## config.mk

```make
export PLATFORM = sky130hd
export DESIGN_NAME = can_selective_wake_mode_control
export DESIGN_NICKNAME = d
export VERILOG_FILES = /design/src/inc/swk_mode_pkg.sv /design/src/design/can_selective_wake_mode_control.sv
export SDC_FILE = /design/constraint.sdc
export NUM_CORES = 1
export LEC_CHECK = 0
export ABC_AREA = 1
export ABC_CLOCK_PERIOD_IN_PS = 3300
export BUFFER_PORTS_ARGS = -buffer_cell sky130_fd_sc_hd__buf_2
export CAP_MARGIN = 10
export CORE_UTILIZATION = 35
export CTS_BUF_LIST = sky130_fd_sc_hd__clkbuf_4 sky130_fd_sc_hd__clkbuf_8
export DETAILED_ROUTE_END_ITERATION = 10
export GPL_ROUTABILITY_DRIVEN = 0
export PLACE_DENSITY = 0.66
export REMOVE_ABC_BUFFERS = 1
export SLEW_MARGIN = 10
export SYNTH_ARGS = -nofsm -noshare
export SYNTH_HDL_FRONTEND = slang
export SYNTH_SLANG_ARGS = --single-unit
```

## constraint.sdc

```tcl
create_clock -name clk_i -period 3.3 [get_ports clk_i]
set_input_delay 0 -clock clk_i [delete_from_list [all_inputs] [get_ports clk_i]]
set_output_delay 0 -clock clk_i [all_outputs]
set_load 0.05 [all_outputs]
```

## src/inc/swk_mode_pkg.sv

```systemverilog
/*
  Constants and types for the selective-wake mode control block.
  Assumes a 32-bit classic Wishbone slave with word-aligned registers.
*/
`default_nettype none
package swk_mode_pkg;

  // Register byte offsets
  localparam logic [3:0] CTRL_OFFSET   = 4'h0;
  localparam logic [3:0] STATUS_OFFSET = 4'h4;

  // Control register fields
  localparam int MODE_LSB      = 0;
  localparam int MODE_MSB_BIT  = 2;
  localparam int CFG_VALID_BIT = 3;
  localparam int WAKE_SYSTEM_ERROR_FLAG_MASK_BIT = 4;

  // Status register fields
  localparam int SYNC_BIT      = 0;
  localparam int ARMED_BIT     = 1;
  localparam int WAKE_SYSTEM_ERROR_FLAG_BIT    = 2;
  localparam int SILENCE_BIT   = 3;
  localparam int WOKEN_BIT     = 4;
  localparam int SWK_ON_BIT    = 5;
  localparam int STATE_LSB     = 8;

  // Reset values
  localparam logic [2:0] MODE_RESET = 3'h0;

  // Transceiver mode codes
  localparam logic [2:0] MODE_OFF0      = 3'h0;
  localparam logic [2:0] MODE_WAKE      = 3'h1;
  localparam logic [2:0] MODE_RX_ONLY   = 3'h2;
  localparam logic [2:0] MODE_NORMAL    = 3'h3;
  localparam logic [2:0] MODE_OFF1      = 3'h4;
  localparam logic [2:0] MODE_SWK       = 3'h5;
  localparam logic [2:0] MODE_RX_SWK    = 3'h6;
  localparam logic [2:0] MODE_NORMAL_SWK = 3'h7;

  // Device power modes
  localparam logic [1:0] DEV_NORMAL = 2'h0;
  localparam logic [1:0] DEV_STOP   = 2'h1;
  localparam logic [1:0] DEV_SLEEP  = 2'h2;

  typedef enum logic [2:0] {
    SW_IDLE,
    SW_FRAME,
    SW_PAT1,
    SW_PAT2,
    SW_WOKEN
  } swk_state_type;

endpackage
`default_nettype wire

```

## src/design/can_selective_wake_mode_control.sv

```systemverilog
/*
  Mode and status control of the selective-wake function of a CAN transceiver,
  with a classic Wishbone register slave. Frame decoding, the protocol error
  counter and the silence timer live outside and report single-cycle events.
*/
`timescale 1ns/1ns
`default_nettype none
module can_selective_wake_mode_control (
  // Clock and reset
  input  wire logic        clk_i,
  input  wire logic        rst_i,
  // Wishbone slave
  input  wire logic        cyc_i,
  input  wire logic        stb_i,
  input  wire logic        we_i,
  input  wire logic [3:0]  adr_i,
  input  wire logic [3:0]  sel_i,
  input  wire logic [31:0] dat_i,
  output logic      [31:0] dat_o,
  output logic             ack_o,
  // Device power mode and bus events
  input  wire logic [1:0]  dev_mode_i,
  input  wire logic        frame_ok_i,
  input  wire logic        proto_err_i,
  input  wire logic        wake_frame_i,
  input  wire logic        wake_pattern_i,
  input  wire logic        count_overflow_i,
  input  wire logic        bus_idle_i,
  // Transceiver control
  output logic             rxd_data_en_o,
  output logic             txd_en_o,
  output logic             swk_monitor_o,
  output logic             rxd_wake_low_o,
  output logic             can_wake_irq_o,
  output logic             wake_system_error_flag_irq_o
);

  typedef struct packed {
    logic [2:0]                  mode;
    logic                        cfg_valid;
    logic                        wake_system_error_flag_mask;
    logic                        sync;
    logic                        armed;
    logic                        wake_system_error_flag;
    logic                        silence;
    logic                        woken;
    logic                        wake_irq;
    logic                        err_irq;
    logic                        rxd_low;
    swk_mode_pkg::swk_state_type st;
    logic [1:0]                  dev_mode;
    logic                        ack;
    logic [31:0]                 rdata;
  } state_type;

  state_type cur_ff;
  state_type nxt_ff;

  function automatic logic in_wait(input swk_mode_pkg::swk_state_type s);
    in_wait = (s == swk_mode_pkg::SW_FRAME) || (s == swk_mode_pkg::SW_PAT1) || (s == swk_mode_pkg::SW_PAT2);
  endfunction

  ////////////////////////////////////////////////////////////////////////////
  // Decode of the stored mode

  logic       msb;
  logic [1:0] low;
  logic       swk_on;
  logic       listen;
  logic       bus_req;
  logic       wr_ctrl;
  logic       wr_status;
  logic       wake_hit;
  logic       err_set;

  assign msb     = cur_ff.mode[swk_mode_pkg::MODE_MSB_BIT];
  assign low     = cur_ff.mode[1:0];
  // Selective wake only with a valid code and no system error
  assign swk_on  = msb && (low != 2'h0) && !cur_ff.wake_system_error_flag;
  assign listen  = low[1] || (cur_ff.st == swk_mode_pkg::SW_FRAME);
  assign bus_req = cyc_i && stb_i && !cur_ff.ack;
  assign wr_ctrl   = bus_req && we_i && sel_i[0] && (adr_i == swk_mode_pkg::CTRL_OFFSET);
  assign wr_status = bus_req && we_i && sel_i[0] && (adr_i == swk_mode_pkg::STATUS_OFFSET);

  ////////////////////////////////////////////////////////////////////////////
  // Next state

  always_comb begin
    logic [2:0] new_mode;
    logic       new_valid;
    logic       cfg_err;
    logic       mode_wr;
    new_mode  = cur_ff.mode;
    new_valid = cur_ff.cfg_valid;
    cfg_err   = 1'b0;
    mode_wr   = 1'b0;
    nxt_ff    = cur_ff;
    nxt_ff.wake_irq = 1'b0;
    nxt_ff.err_irq  = 1'b0;
    // Power mode is only tracked, never a gate on entry
    nxt_ff.dev_mode = dev_mode_i;

    // Bus slave, one wait state
    nxt_ff.ack = bus_req;
    if (bus_req && !we_i) begin
      case (adr_i)
        swk_mode_pkg::CTRL_OFFSET: nxt_ff.rdata = {27'h0, cur_ff.wake_system_error_flag_mask, cur_ff.cfg_valid, cur_ff.mode};
        swk_mode_pkg::STATUS_OFFSET: nxt_ff.rdata = {21'h0, cur_ff.st, 2'h0, swk_on, cur_ff.woken,
                                                     cur_ff.silence, cur_ff.wake_system_error_flag, cur_ff.armed, cur_ff.sync};
        default: nxt_ff.rdata = 32'h0;
      endcase
    end

    if (wr_ctrl) begin
      new_valid = dat_i[swk_mode_pkg::CFG_VALID_BIT];
      nxt_ff.wake_system_error_flag_mask = dat_i[swk_mode_pkg::WAKE_SYSTEM_ERROR_FLAG_MASK_BIT];
      // Mode is frozen outside Normal Mode
      if (dev_mode_i == swk_mode_pkg::DEV_NORMAL) begin
        new_mode = dat_i[2:0];
        mode_wr  = 1'b1;
      end
    end
    // Check on enabling wake, or losing validity while enabled
    if (new_mode[swk_mode_pkg::MODE_MSB_BIT] && (new_mode[1:0] != 2'h0) && !new_valid &&
        (mode_wr || cur_ff.cfg_valid)) begin
      cfg_err = 1'b1;
    end
    nxt_ff.mode      = new_mode;
    nxt_ff.cfg_valid = new_valid;

    // Wake events
    // No frame wake in the one cycle a system error still shows frame detection
    wake_hit = ((cur_ff.st == swk_mode_pkg::SW_FRAME) && !cur_ff.wake_system_error_flag && (wake_frame_i || count_overflow_i)) ||
               ((cur_ff.st == swk_mode_pkg::SW_PAT2) && wake_pattern_i);
    // Config check follows the code being written, not the one stored
    err_set  = cfg_err || (msb && count_overflow_i && in_wait(cur_ff.st));

    // Selective-wake state machine
    case (cur_ff.st)
      swk_mode_pkg::SW_IDLE: begin
        if (swk_on) begin
          nxt_ff.st = swk_mode_pkg::SW_FRAME;
        end else if (msb && cur_ff.wake_system_error_flag && !cur_ff.woken) begin
          nxt_ff.st = swk_mode_pkg::SW_PAT2;
        end
      end
      swk_mode_pkg::SW_FRAME: begin
        if (wake_hit) begin
          nxt_ff.st = swk_mode_pkg::SW_WOKEN;
        end else if (bus_idle_i) begin
          nxt_ff.st = swk_mode_pkg::SW_PAT1;
        end
      end
      swk_mode_pkg::SW_PAT1: begin
        if (wake_pattern_i) begin
          nxt_ff.st = swk_mode_pkg::SW_FRAME;
        end
      end
      swk_mode_pkg::SW_PAT2: begin
        if (wake_hit) begin
          nxt_ff.st = swk_mode_pkg::SW_WOKEN;
        end
      end
      swk_mode_pkg::SW_WOKEN: begin
        nxt_ff.st = swk_mode_pkg::SW_WOKEN;
      end
      default: begin
        nxt_ff.st = swk_mode_pkg::SW_IDLE;
      end
    endcase
    // A system error drops frame detection into pattern-2 waiting
    if (cur_ff.wake_system_error_flag && ((cur_ff.st == swk_mode_pkg::SW_FRAME) || (cur_ff.st == swk_mode_pkg::SW_PAT1))) begin
      nxt_ff.st = swk_mode_pkg::SW_PAT2;
    end
    // Rewriting the mode rearms; clearing the MSB leaves wake handling
    if (!msb || mode_wr) begin
      nxt_ff.st = swk_mode_pkg::SW_IDLE;
    end

    nxt_ff.armed = in_wait(nxt_ff.st);

    // Woken state, plain wake on pattern without selective wake
    if (mode_wr) begin
      nxt_ff.woken = 1'b0;
    end else if (wake_hit || (!msb && (low == 2'h1) && wake_pattern_i)) begin
      nxt_ff.woken = 1'b1;
    end
    // Wake frame in a data mode is an interrupt, not a pulled RXD
    if ((cur_ff.st == swk_mode_pkg::SW_FRAME) && !cur_ff.wake_system_error_flag && wake_frame_i) begin
      nxt_ff.wake_irq = 1'b1;
    end
    nxt_ff.rxd_low = nxt_ff.woken && !low[1];

    // Sync flag: a good frame beats a simultaneous error
    if (listen && frame_ok_i) begin
      nxt_ff.sync = 1'b1;
    end else if (proto_err_i) begin
      nxt_ff.sync = 1'b0;
    end

    // Silence flag while waiting for a frame or for pattern 2
    if (bus_idle_i && ((cur_ff.st == swk_mode_pkg::SW_FRAME) || (cur_ff.st == swk_mode_pkg::SW_PAT2))) begin
      nxt_ff.silence = 1'b1;
    end else if (wake_pattern_i) begin
      nxt_ff.silence = 1'b0;
    end

    // System error: set beats the software clear
    if (err_set) begin
      nxt_ff.wake_system_error_flag  = 1'b1;
      nxt_ff.err_irq = !cur_ff.wake_system_error_flag_mask;
    end else if (wr_status && dat_i[swk_mode_pkg::WAKE_SYSTEM_ERROR_FLAG_BIT] && !(msb && !new_valid)) begin
      nxt_ff.wake_system_error_flag = 1'b0;
    end
  end

  always_ff @(posedge clk_i) begin
    if (rst_i) begin
      cur_ff <= '{mode: swk_mode_pkg::MODE_RESET, st: swk_mode_pkg::SW_IDLE, default: '0};
    end else begin
      cur_ff <= nxt_ff;
    end
  end

  ////////////////////////////////////////////////////////////////////////////
  // Outputs; no gate on sync for power-mode entry

  assign dat_o          = cur_ff.rdata;
  assign ack_o          = cur_ff.ack;
  assign rxd_data_en_o  = low[1];
  assign txd_en_o       = (low == 2'h3);
  assign swk_monitor_o  = (cur_ff.st == swk_mode_pkg::SW_FRAME) || (cur_ff.st == swk_mode_pkg::SW_PAT1);
  assign rxd_wake_low_o = cur_ff.rxd_low;
  assign can_wake_irq_o = cur_ff.wake_irq;
  assign wake_system_error_flag_irq_o   = cur_ff.err_irq;
endmodule // can_selective_wake_mode_control
`default_nettype wire

```

==> out/metrics.csv, run 1 <==
stage,metric,value,unit
run_status,outcome,completed,
sta,setup_viol,0,
clock_network,cts_sinks,26,
clock_network,insertion_delay,0.27,ns
route,number_of_vias_per_cell,4.423,
grt,grt_start_max_net_pins,17,
floorplanning,initial_utilization,0.3649,
sta,final.period_utilization,0.4336,
synthesis,synth_seq_area_share,0.3276,
route,dr_total_vias,1327,
min_path,hp-class,in -> reg,
floorplanning,die-height,69.38,um
floorplanning,floorplan.die_area,4814,um2
clock_network,clockRootBuffer,sky130_fd_sc_hd__clkbuf_8,
grt,first_global_vias,1197,
finish,drive_gt1_frac,0.2661,
floorplanning,design.portCount,92,
finish,diodes,0,
setup_path,crit_path_start_kind,flop,
setup_path,timing.reg2reg.worst_path_depth,7,
grt,gr-usage-all-layers,0.1307,
setup_path,criticalPathCategory,reg -> out,
pwr,vdd_ir_drop_max,0.1747,mV
setup_path,worst-path-max-fanout,6,
sta,timing_max_transition_violations_final,0,
clock_network,post_cts_repair_resize_count,0,
setup_path,crit_path_end_kind,primary output,
finish,postLayoutCoreUtil,0.4011,
synthesis,async_flop_share,0,
placed_design,port_buffers,38,
pwr,power-per-cell-area,400.8,nW/um2
clock_network,tritoncts,done,
synthesis,ys_ff_latch,26,
synthesis,synth_area_per_cell,7.256,um2
synthesis,yosys.area.top_type,sky130_fd_sc_hd__dfxtp_1,
run,max_cap_viol_count,0,
synthesis,synth_enable_flop_cells,0,
sta,setup-tns-final,0,ns
sta,min_period,1.431,ns
clock_network,htree_num_levels,1,
grt,antenna_found_initial,0,
grt,wire_length_of_the_first_global_routing_pass,5.209,mm
clock_network,cts_made_buffers,3,
grt,met3_usage,0.01453,
route,first_iter_violations,52,
route,drc_errors,0,
floorplanning,die_w,69.38,um
route,routed_len_inst,10.40,um
synthesis,ys.flop_type,sky130_fd_sc_hd__dfxtp_1,
sta,hold_viol_final,0,
min_path,timing.hold.worst_path_depth,3,
setup_path,signal_arrival_time_at_the_worst_endpoint,1.43,ns
synthesis,yosys_warnings,0,
synthesis,yosys.cell_count.top_type,sky130_fd_sc_hd__nand2_1,
grt,use_met1,0.1772,
clock_network,clock_path_buffers,2,
setup_path,worstPathRequired,3.30,ns
grt,grt.overflow.total,0,
synthesis,ys_top_cells_by_area,"sky130_fd_sc_hd__dfxtp_1, sky130_fd_sc_hd__buf_4, sky130_fd_sc_hd__nand2_1",
synthesis,yosys.cell_types.count,33,
sta,rsz0062_at_grt,false,
placed_design,detailedPlacementHpwl,2.458,mm
synthesis,mappedNetlistArea,1589,um2
synthesis,area_share_of_the_largest_cell_type_after_synthesis,0.3276,
floorplanning,floorplan_row_count,24,
route,route.antenna.remaining_nets,0,
finish,syn2layout_area_growth,9.922,%
synthesis,synth_common_cells,"sky130_fd_sc_hd__nand2_1, sky130_fd_sc_hd__buf_4, sky130_fd_sc_hd__dfxtp_1, sky130_fd_sc_hd__inv_1, sky130_fd_sc_hd__nor2_1",
floorplanning,core-area,4354,um2
pwr,power.leakage,0.0008787,uW
grt,grt_util_met2,0.2157,
route,detailedRoute.firstPassIterationCount,6,
setup_path,r2r_slack,1.95,ns
grt,grt.busiest_layer,met2,
sta,timing.fmax,698.9,MHz
synthesis,postSynthCellCount,219,
sta,clock-skew-final,0.009030,ns
finish,finish.net_count,302,
route,drt-total-wl,3.121,mm
clock_network,postCtsSetupRepairBufs,0,
clock_network,clock_pin_slew_on_the_worst_setup_and_hold_paths,0.08,ns
-- flip-flops by register name, indices dropped and copies added, names as in the netlist --
register                      flops
cur_ff                           12
dat_o                             9
ack_o                             1
can_wake_irq_o                    1
rxd_data_en_o                     1
rxd_wake_low_o                    1
wake_system_error_flag_irq_o      1
-- layer usage --
layer / vias to the layer above / wire length, um
met5: - / 0
met4: 0 / 34
met3: 4 / 134
met2: 37 / 1421
met1: 585 / 1530
li1: 701 / -
-- cells in the final DEF, fill, tap and decap left out, types with 4 or more instances in the layout --
cell type                 synthesis  routed
sky130_fd_sc_hd__nor2_1          16      16
sky130_fd_sc_hd__inv_2            6       6
sky130_fd_sc_hd__nand4_1          4       4
sky130_fd_sc_hd__buf_2            0      38
sky130_fd_sc_hd__nand2_1         44      44
sky130_fd_sc_hd__nand3_1         12      12
sky130_fd_sc_hd__conb_1           1      23
sky130_fd_sc_hd__a21oi_1         10      10
sky130_fd_sc_hd__nand2_2          4       4
sky130_fd_sc_hd__inv_1           24      24
sky130_fd_sc_hd__o21ai_0          7       7
sky130_fd_sc_hd__dfxtp_1         26      26
-- path summary, 6_finish.rpt --
check / startpoint / endpoint
hold reg to reg: dat_o[5] / dat_o[5]
hold / removal: frame_ok_i / cur_ff[45]
setup reg to reg: cur_ff[35] / cur_ff[44]
setup / recovery: cur_ff[35] / swk_monitor_o
-- stage by stage --
stage	instances	setup slack (ns)	area (um2)	power, uW	hold WS, ns
finish	300	1.869	1747	700.1	0.01249
global route	300	1.757	1747	724.4	0.01818
CTS	300	1.863	1747	702.0	0.01217
detailed placement	294	1.948	1655	441.3	0.2663
global placement	294	1.940	1655	440.7	0.2590
floorplan	204	1.825	1400	415.0	0.06907
-- worst max-delay path: stages (launching register included) --
cell	delay (ns)
sky130_fd_sc_hd__dfxtp_1	0.39
sky130_fd_sc_hd__inv_1	0.12
sky130_fd_sc_hd__nor3_4	0.23
sky130_fd_sc_hd__inv_1	0.07
sky130_fd_sc_hd__nand2_1	0.08
sky130_fd_sc_hd__buf_2	0.27
-- cell families after synthesis --
| group | synth area share |
|---|---|
| buf+inv | 0.2417 |
| other cells | 0.002360 |
| flops | 0.3276 |
| compound gates | 0.1024 |
| simple gates | 0.3260 |
-- power breakdown --
part | switching, uW | internal [uW]
clock | 102 | 162
sequential | 1.38 | 316
combinational | 96.8 | 21.4
-- final cells by class --
class | count | area [um2]
inverter | 30 | 112.6
fill | 465 | 2608
clock buffer | 3 | 41.29
clock inverter | 1 | 30.03
multi-input combinational | 148 | 767.0
sequential | 26 | 520.5
tap | 52 | 65.06
timing repair buffer | 40 | 210.2
-- repair_timing --
item,CTS,global route
hold buffers,2,0
hold endpoints to repair,2,0
endpoints found under the setup margin,0,0
No activity file was read; power rests on OpenSTA's default activity.
==> inputs of run 2 (changes only) <==
ABC_AREA = 0   (was 1)
ABC_CLOCK_PERIOD_IN_PS = 1300   (was 3300)
PLACE_DENSITY = 0.71   (was 0.66)
clock period = 1.3 ns   (was 3.3 ns; I/O delays follow)
==> run 2 against run 1 <==
Net effect:
- the run now ends with negative setup slack left
- core utilization rose by 18 points
- flip-flop and latch count unchanged
- count of clock-buffer cells in the layout did not move
- critical path type is now reg -> reg
- area after synthesis fell by 9.4%
- setup slack worse by 2.0 ns
- largest power group unchanged
- synthesized cell count down 24%
==> out/metrics.csv, run 2 <==
stage,metric,value,unit,change
clock_network,clockRootBuffer,sky130_fd_sc_hd__clkbuf_8,,
grt,first_global_vias,1357,,+13%
floorplanning,design.portCount,92,,unchanged
finish,finish.net_count,300,,-0.66%
floorplanning,initial_utilization,0.3788,,+0.01385
route,dr_total_vias,1391,,+4.8%
sta,setup_viol,22,,+22
synthesis,yosys.cell_types.count,38,,+15%
setup_path,crit_path_end_kind,flop,,
synthesis,mappedNetlistArea,1439,um2,-9.4%
placed_design,postPlaceCellArea,1753,um2,+5.9%
synthesis,synth_common_cells,"sky130_fd_sc_hd__buf_4, sky130_fd_sc_hd__dfxtp_1, sky130_fd_sc_hd__nor2_1, sky130_fd_sc_hd__nor3_1, sky130_fd_sc_hd__o21ai_0",,
floorplanning,die-height,66.12,um,-4.7%
grt,grt.overflow.total,0,,unchanged
route,number_of_vias_per_cell,4.731,,+7.0%
floorplanning,floorplan.die_area,4371,um2,-9.2%
clock_network,clock_pin_slew_on_the_worst_setup_and_hold_paths,0.09,ns,about the same
min_path,hp-class,in -> reg,,
setup_path,slowest_delay,0.32,ns,-0.07 ns
route,routed_len_inst,12.48,um,+20%
synthesis,synth_seq_area_share,0.3617,,+0.03418
pwr,vdd_ir_drop_max,0.5837,mV,+230%
synthesis,postSynthCellCount,167,,-24%
setup_path,worstPathCellList,nand3b_1 > buf_6 > buf_4 > buf_4 > or2_4 > a22oi_2 > nor2_1,,
floorplanning,die_w,66.12,um,-4.7%
route,first_iter_violations,46,,-12%
synthesis,async_flop_share,0,,unchanged
grt,gr-usage-all-layers,0.1861,,+0.05543
route,detailedRoute.firstPassIterationCount,4,,-2
route,route.antenna.remaining_nets,0,,unchanged
pwr,power-per-cell-area,837.7,nW/um2,+110%
synthesis,synth_enable_flop_cells,0,,unchanged
synthesis,ys_top_cells_by_area,"sky130_fd_sc_hd__dfxtp_1, sky130_fd_sc_hd__buf_4, sky130_fd_sc_hd__nor2_1",,
placed_design,dp_slack,-0.2385,ns,-2.186 ns
sta,min_period,1.452,ns,
finish,most-common-layout-cells,"sky130_fd_sc_hd__buf_2, sky130_fd_sc_hd__buf_4, sky130_fd_sc_hd__nor2_1, sky130_fd_sc_hd__conb_1, sky130_fd_sc_hd__dfxtp_1",,
synthesis,ys.flop_type,sky130_fd_sc_hd__dfxtp_1,,
setup_path,signal_arrival_time_at_the_worst_endpoint,1.63,ns,+0.20 ns
setup_path,cp_most_frequent_cell,sky130_fd_sc_hd__buf_4,,
run,max_cap_viol_count,0,,unchanged
sta,hold_viol_final,0,,unchanged
finish,design_area,2211,um2,+27%
floorplanning,floorplan_row_count,22,,-8.3%
finish,most_frequent_standard_cell_in_the_layout_excluding_fill_and_tap_cells,sky130_fd_sc_hd__buf_2,,
grt,grt_start_max_net_pins,16,,-1
synthesis,synth_area_per_cell,8.616,um2,+19%
synthesis,area_share_of_the_largest_cell_type_after_synthesis,0.3617,,+0.03418
setup_path,worst-path-max-fanout,4,,-2
setup_path,critical_path.slowest_cell,sky130_fd_sc_hd__dfxtp_2,,
sta,final.setup.worst_slack,-0.1522,ns,-2.021 ns
synthesis,yosys.area.top_type,sky130_fd_sc_hd__dfxtp_1,,
sta,timing_max_transition_violations_final,0,,unchanged
clock_network,cts_made_buffers,3,,unchanged
clock_network,insertion_delay,0.28,ns,about the same
synthesis,yosys_warnings,0,,unchanged
clock_network,cts_sinks,26,,unchanged
pwr,power.leakage,0.0009671,uW,+10%
floorplanning,core-area,3799,um2,-13%
sta,final.period_utilization,1.117,,
setup_path,worstPathBufferInverterCount,3,,unchanged
finish,nFillCells,342,,-26%
route,drt-total-wl,3.670,mm,+18%
setup_path,criticalPathCategory,reg -> reg,,
synthesis,ys_ff_latch,26,,unchanged
setup_path,timing.critical_path.max_delay_family,simple AND/OR/NAND/NOR gates,,
clock_network,htree_num_levels,1,,unchanged
finish,largest_register_ff_count,12,,unchanged
setup_path,crit_path_start_kind,flop,,
grt,wire_length_of_the_first_global_routing_pass,6.154,mm,+18%
finish,diodes,0,,unchanged
clock_network,clock_path_buffers,2,,unchanged
finish,syn2layout_area_growth,53.65,%,
route,drc_errors,0,,unchanged
finish,drive_gt1_frac,0.4837,,+0.2176
run_status,outcome,finished with violations,,
sta,rsz0062_at_grt,true,,
sta,timing.fmax,688.6,MHz,
run_status,failed_checks,negative setup slack,,
sta,clock-skew-final,0.004317,ns,-0.004713 ns
placed_design,detailedPlacementHpwl,2.571,mm,+4.6%
placed_design,port_buffers,38,,unchanged
finish,largest-register,cur_ff,,
sta,setup-tns-final,-1.967,ns,-1.967 ns
clock_network,tritoncts,done,,
grt,antenna_found_initial,0,,unchanged
finish,postLayoutCoreUtil,0.5820,,+0.1809
setup_path,worstPathRequired,1.48,ns,-1.82 ns
synthesis,yosys.cell_count.top_type,sky130_fd_sc_hd__buf_4,,
[run 2: changes by cell type in the layout (fill, tap and decap cells not counted), sizes merged, moves of 7 or more]
| cell | delta |
|---|---|
| inv | -27 |
| buf | +43 |
| nand3 | -15 |
| nand2 | -47 |
| dlygate4sd3 | +7 |
[run 2: per-layer routing]
layer | vias to the layer above | part of all wire | wire [um] | global-route usage
li1 | 699 | - | - | -
met1 | 630 | 0.45 | 1643 | 0.2262
met2 | 53 | 0.47 | 1725 | 0.3214
met3 | 9 | 0.057 | 208 | 0.03276
met4 | 0 | 0.025 | 93 | 0.07447
met5 | - | 0 | 0 | 0
[run 2: path summary, 6_finish.rpt]
check,start,end,slack (ns),depth (start not counted)
max,ack_o,dat_o[10],-0.15,7
min,rst_i,cur_ff[46],0.05,2
max reg2reg,ack_o,dat_o[10],-0.15,7
min reg2reg,cur_ff[46],wake_system_error_flag_irq_o,0.49,1
[run 2: final cells by class]
class / instances / area [um2] / share of cell area
Clock buffer: 3 / 41.29 / 0.01868
Clock inverter: 1 / 30.03 / 0.01358
Inverter: 3 / 11.26 / 0.005093
Multi-Input combinational cell: 123 / 888.4 / 0.4018
Sequential cell: 26 / 529.3 / 0.2394
Tap cell: 48 / 60.06 / 0.02716
Timing Repair Buffer: 90 / 650.6 / 0.2943
[run 2: cell families after synthesis]
group	after synthesis	share of synthesized area
other	1	0.002606
buffers and inverters	41	0.1930
flip-flops	26	0.3617
multiplexers	5	0.03478
XOR/XNOR	1	0.006088
AND/OR/NAND/NOR	59	0.2313
AO/OA/AOI/OAI	34	0.1704
[run 2: what timing repair did]
action	4_1_cts	5_1_grt
endpoints found under the setup margin	23	24
gates cloned	1	0
setup buffers	9	1
gates resized for setup	40	13
endpoints found under the hold margin	8	0
pin swaps	13	12
hold buffers	9	0
[run 2: per-stage QoR]
stage	std cells	power, uW	hold WS, ns
after floorplan	151	1043	0.06907
after global placement	270	1131	0.2425
after detailed placement	270	1133	0.2521
after CTS	293	1857	0.05222
after global routing	294	1920	0.05197
final	294	1852	0.04550
[run 2: power by group]
group,total (uW),switching [uW],internal (uW)
registers,807,4.38,803
logic,365,261,104
clock network,680,267,413
total,1850,533,1320
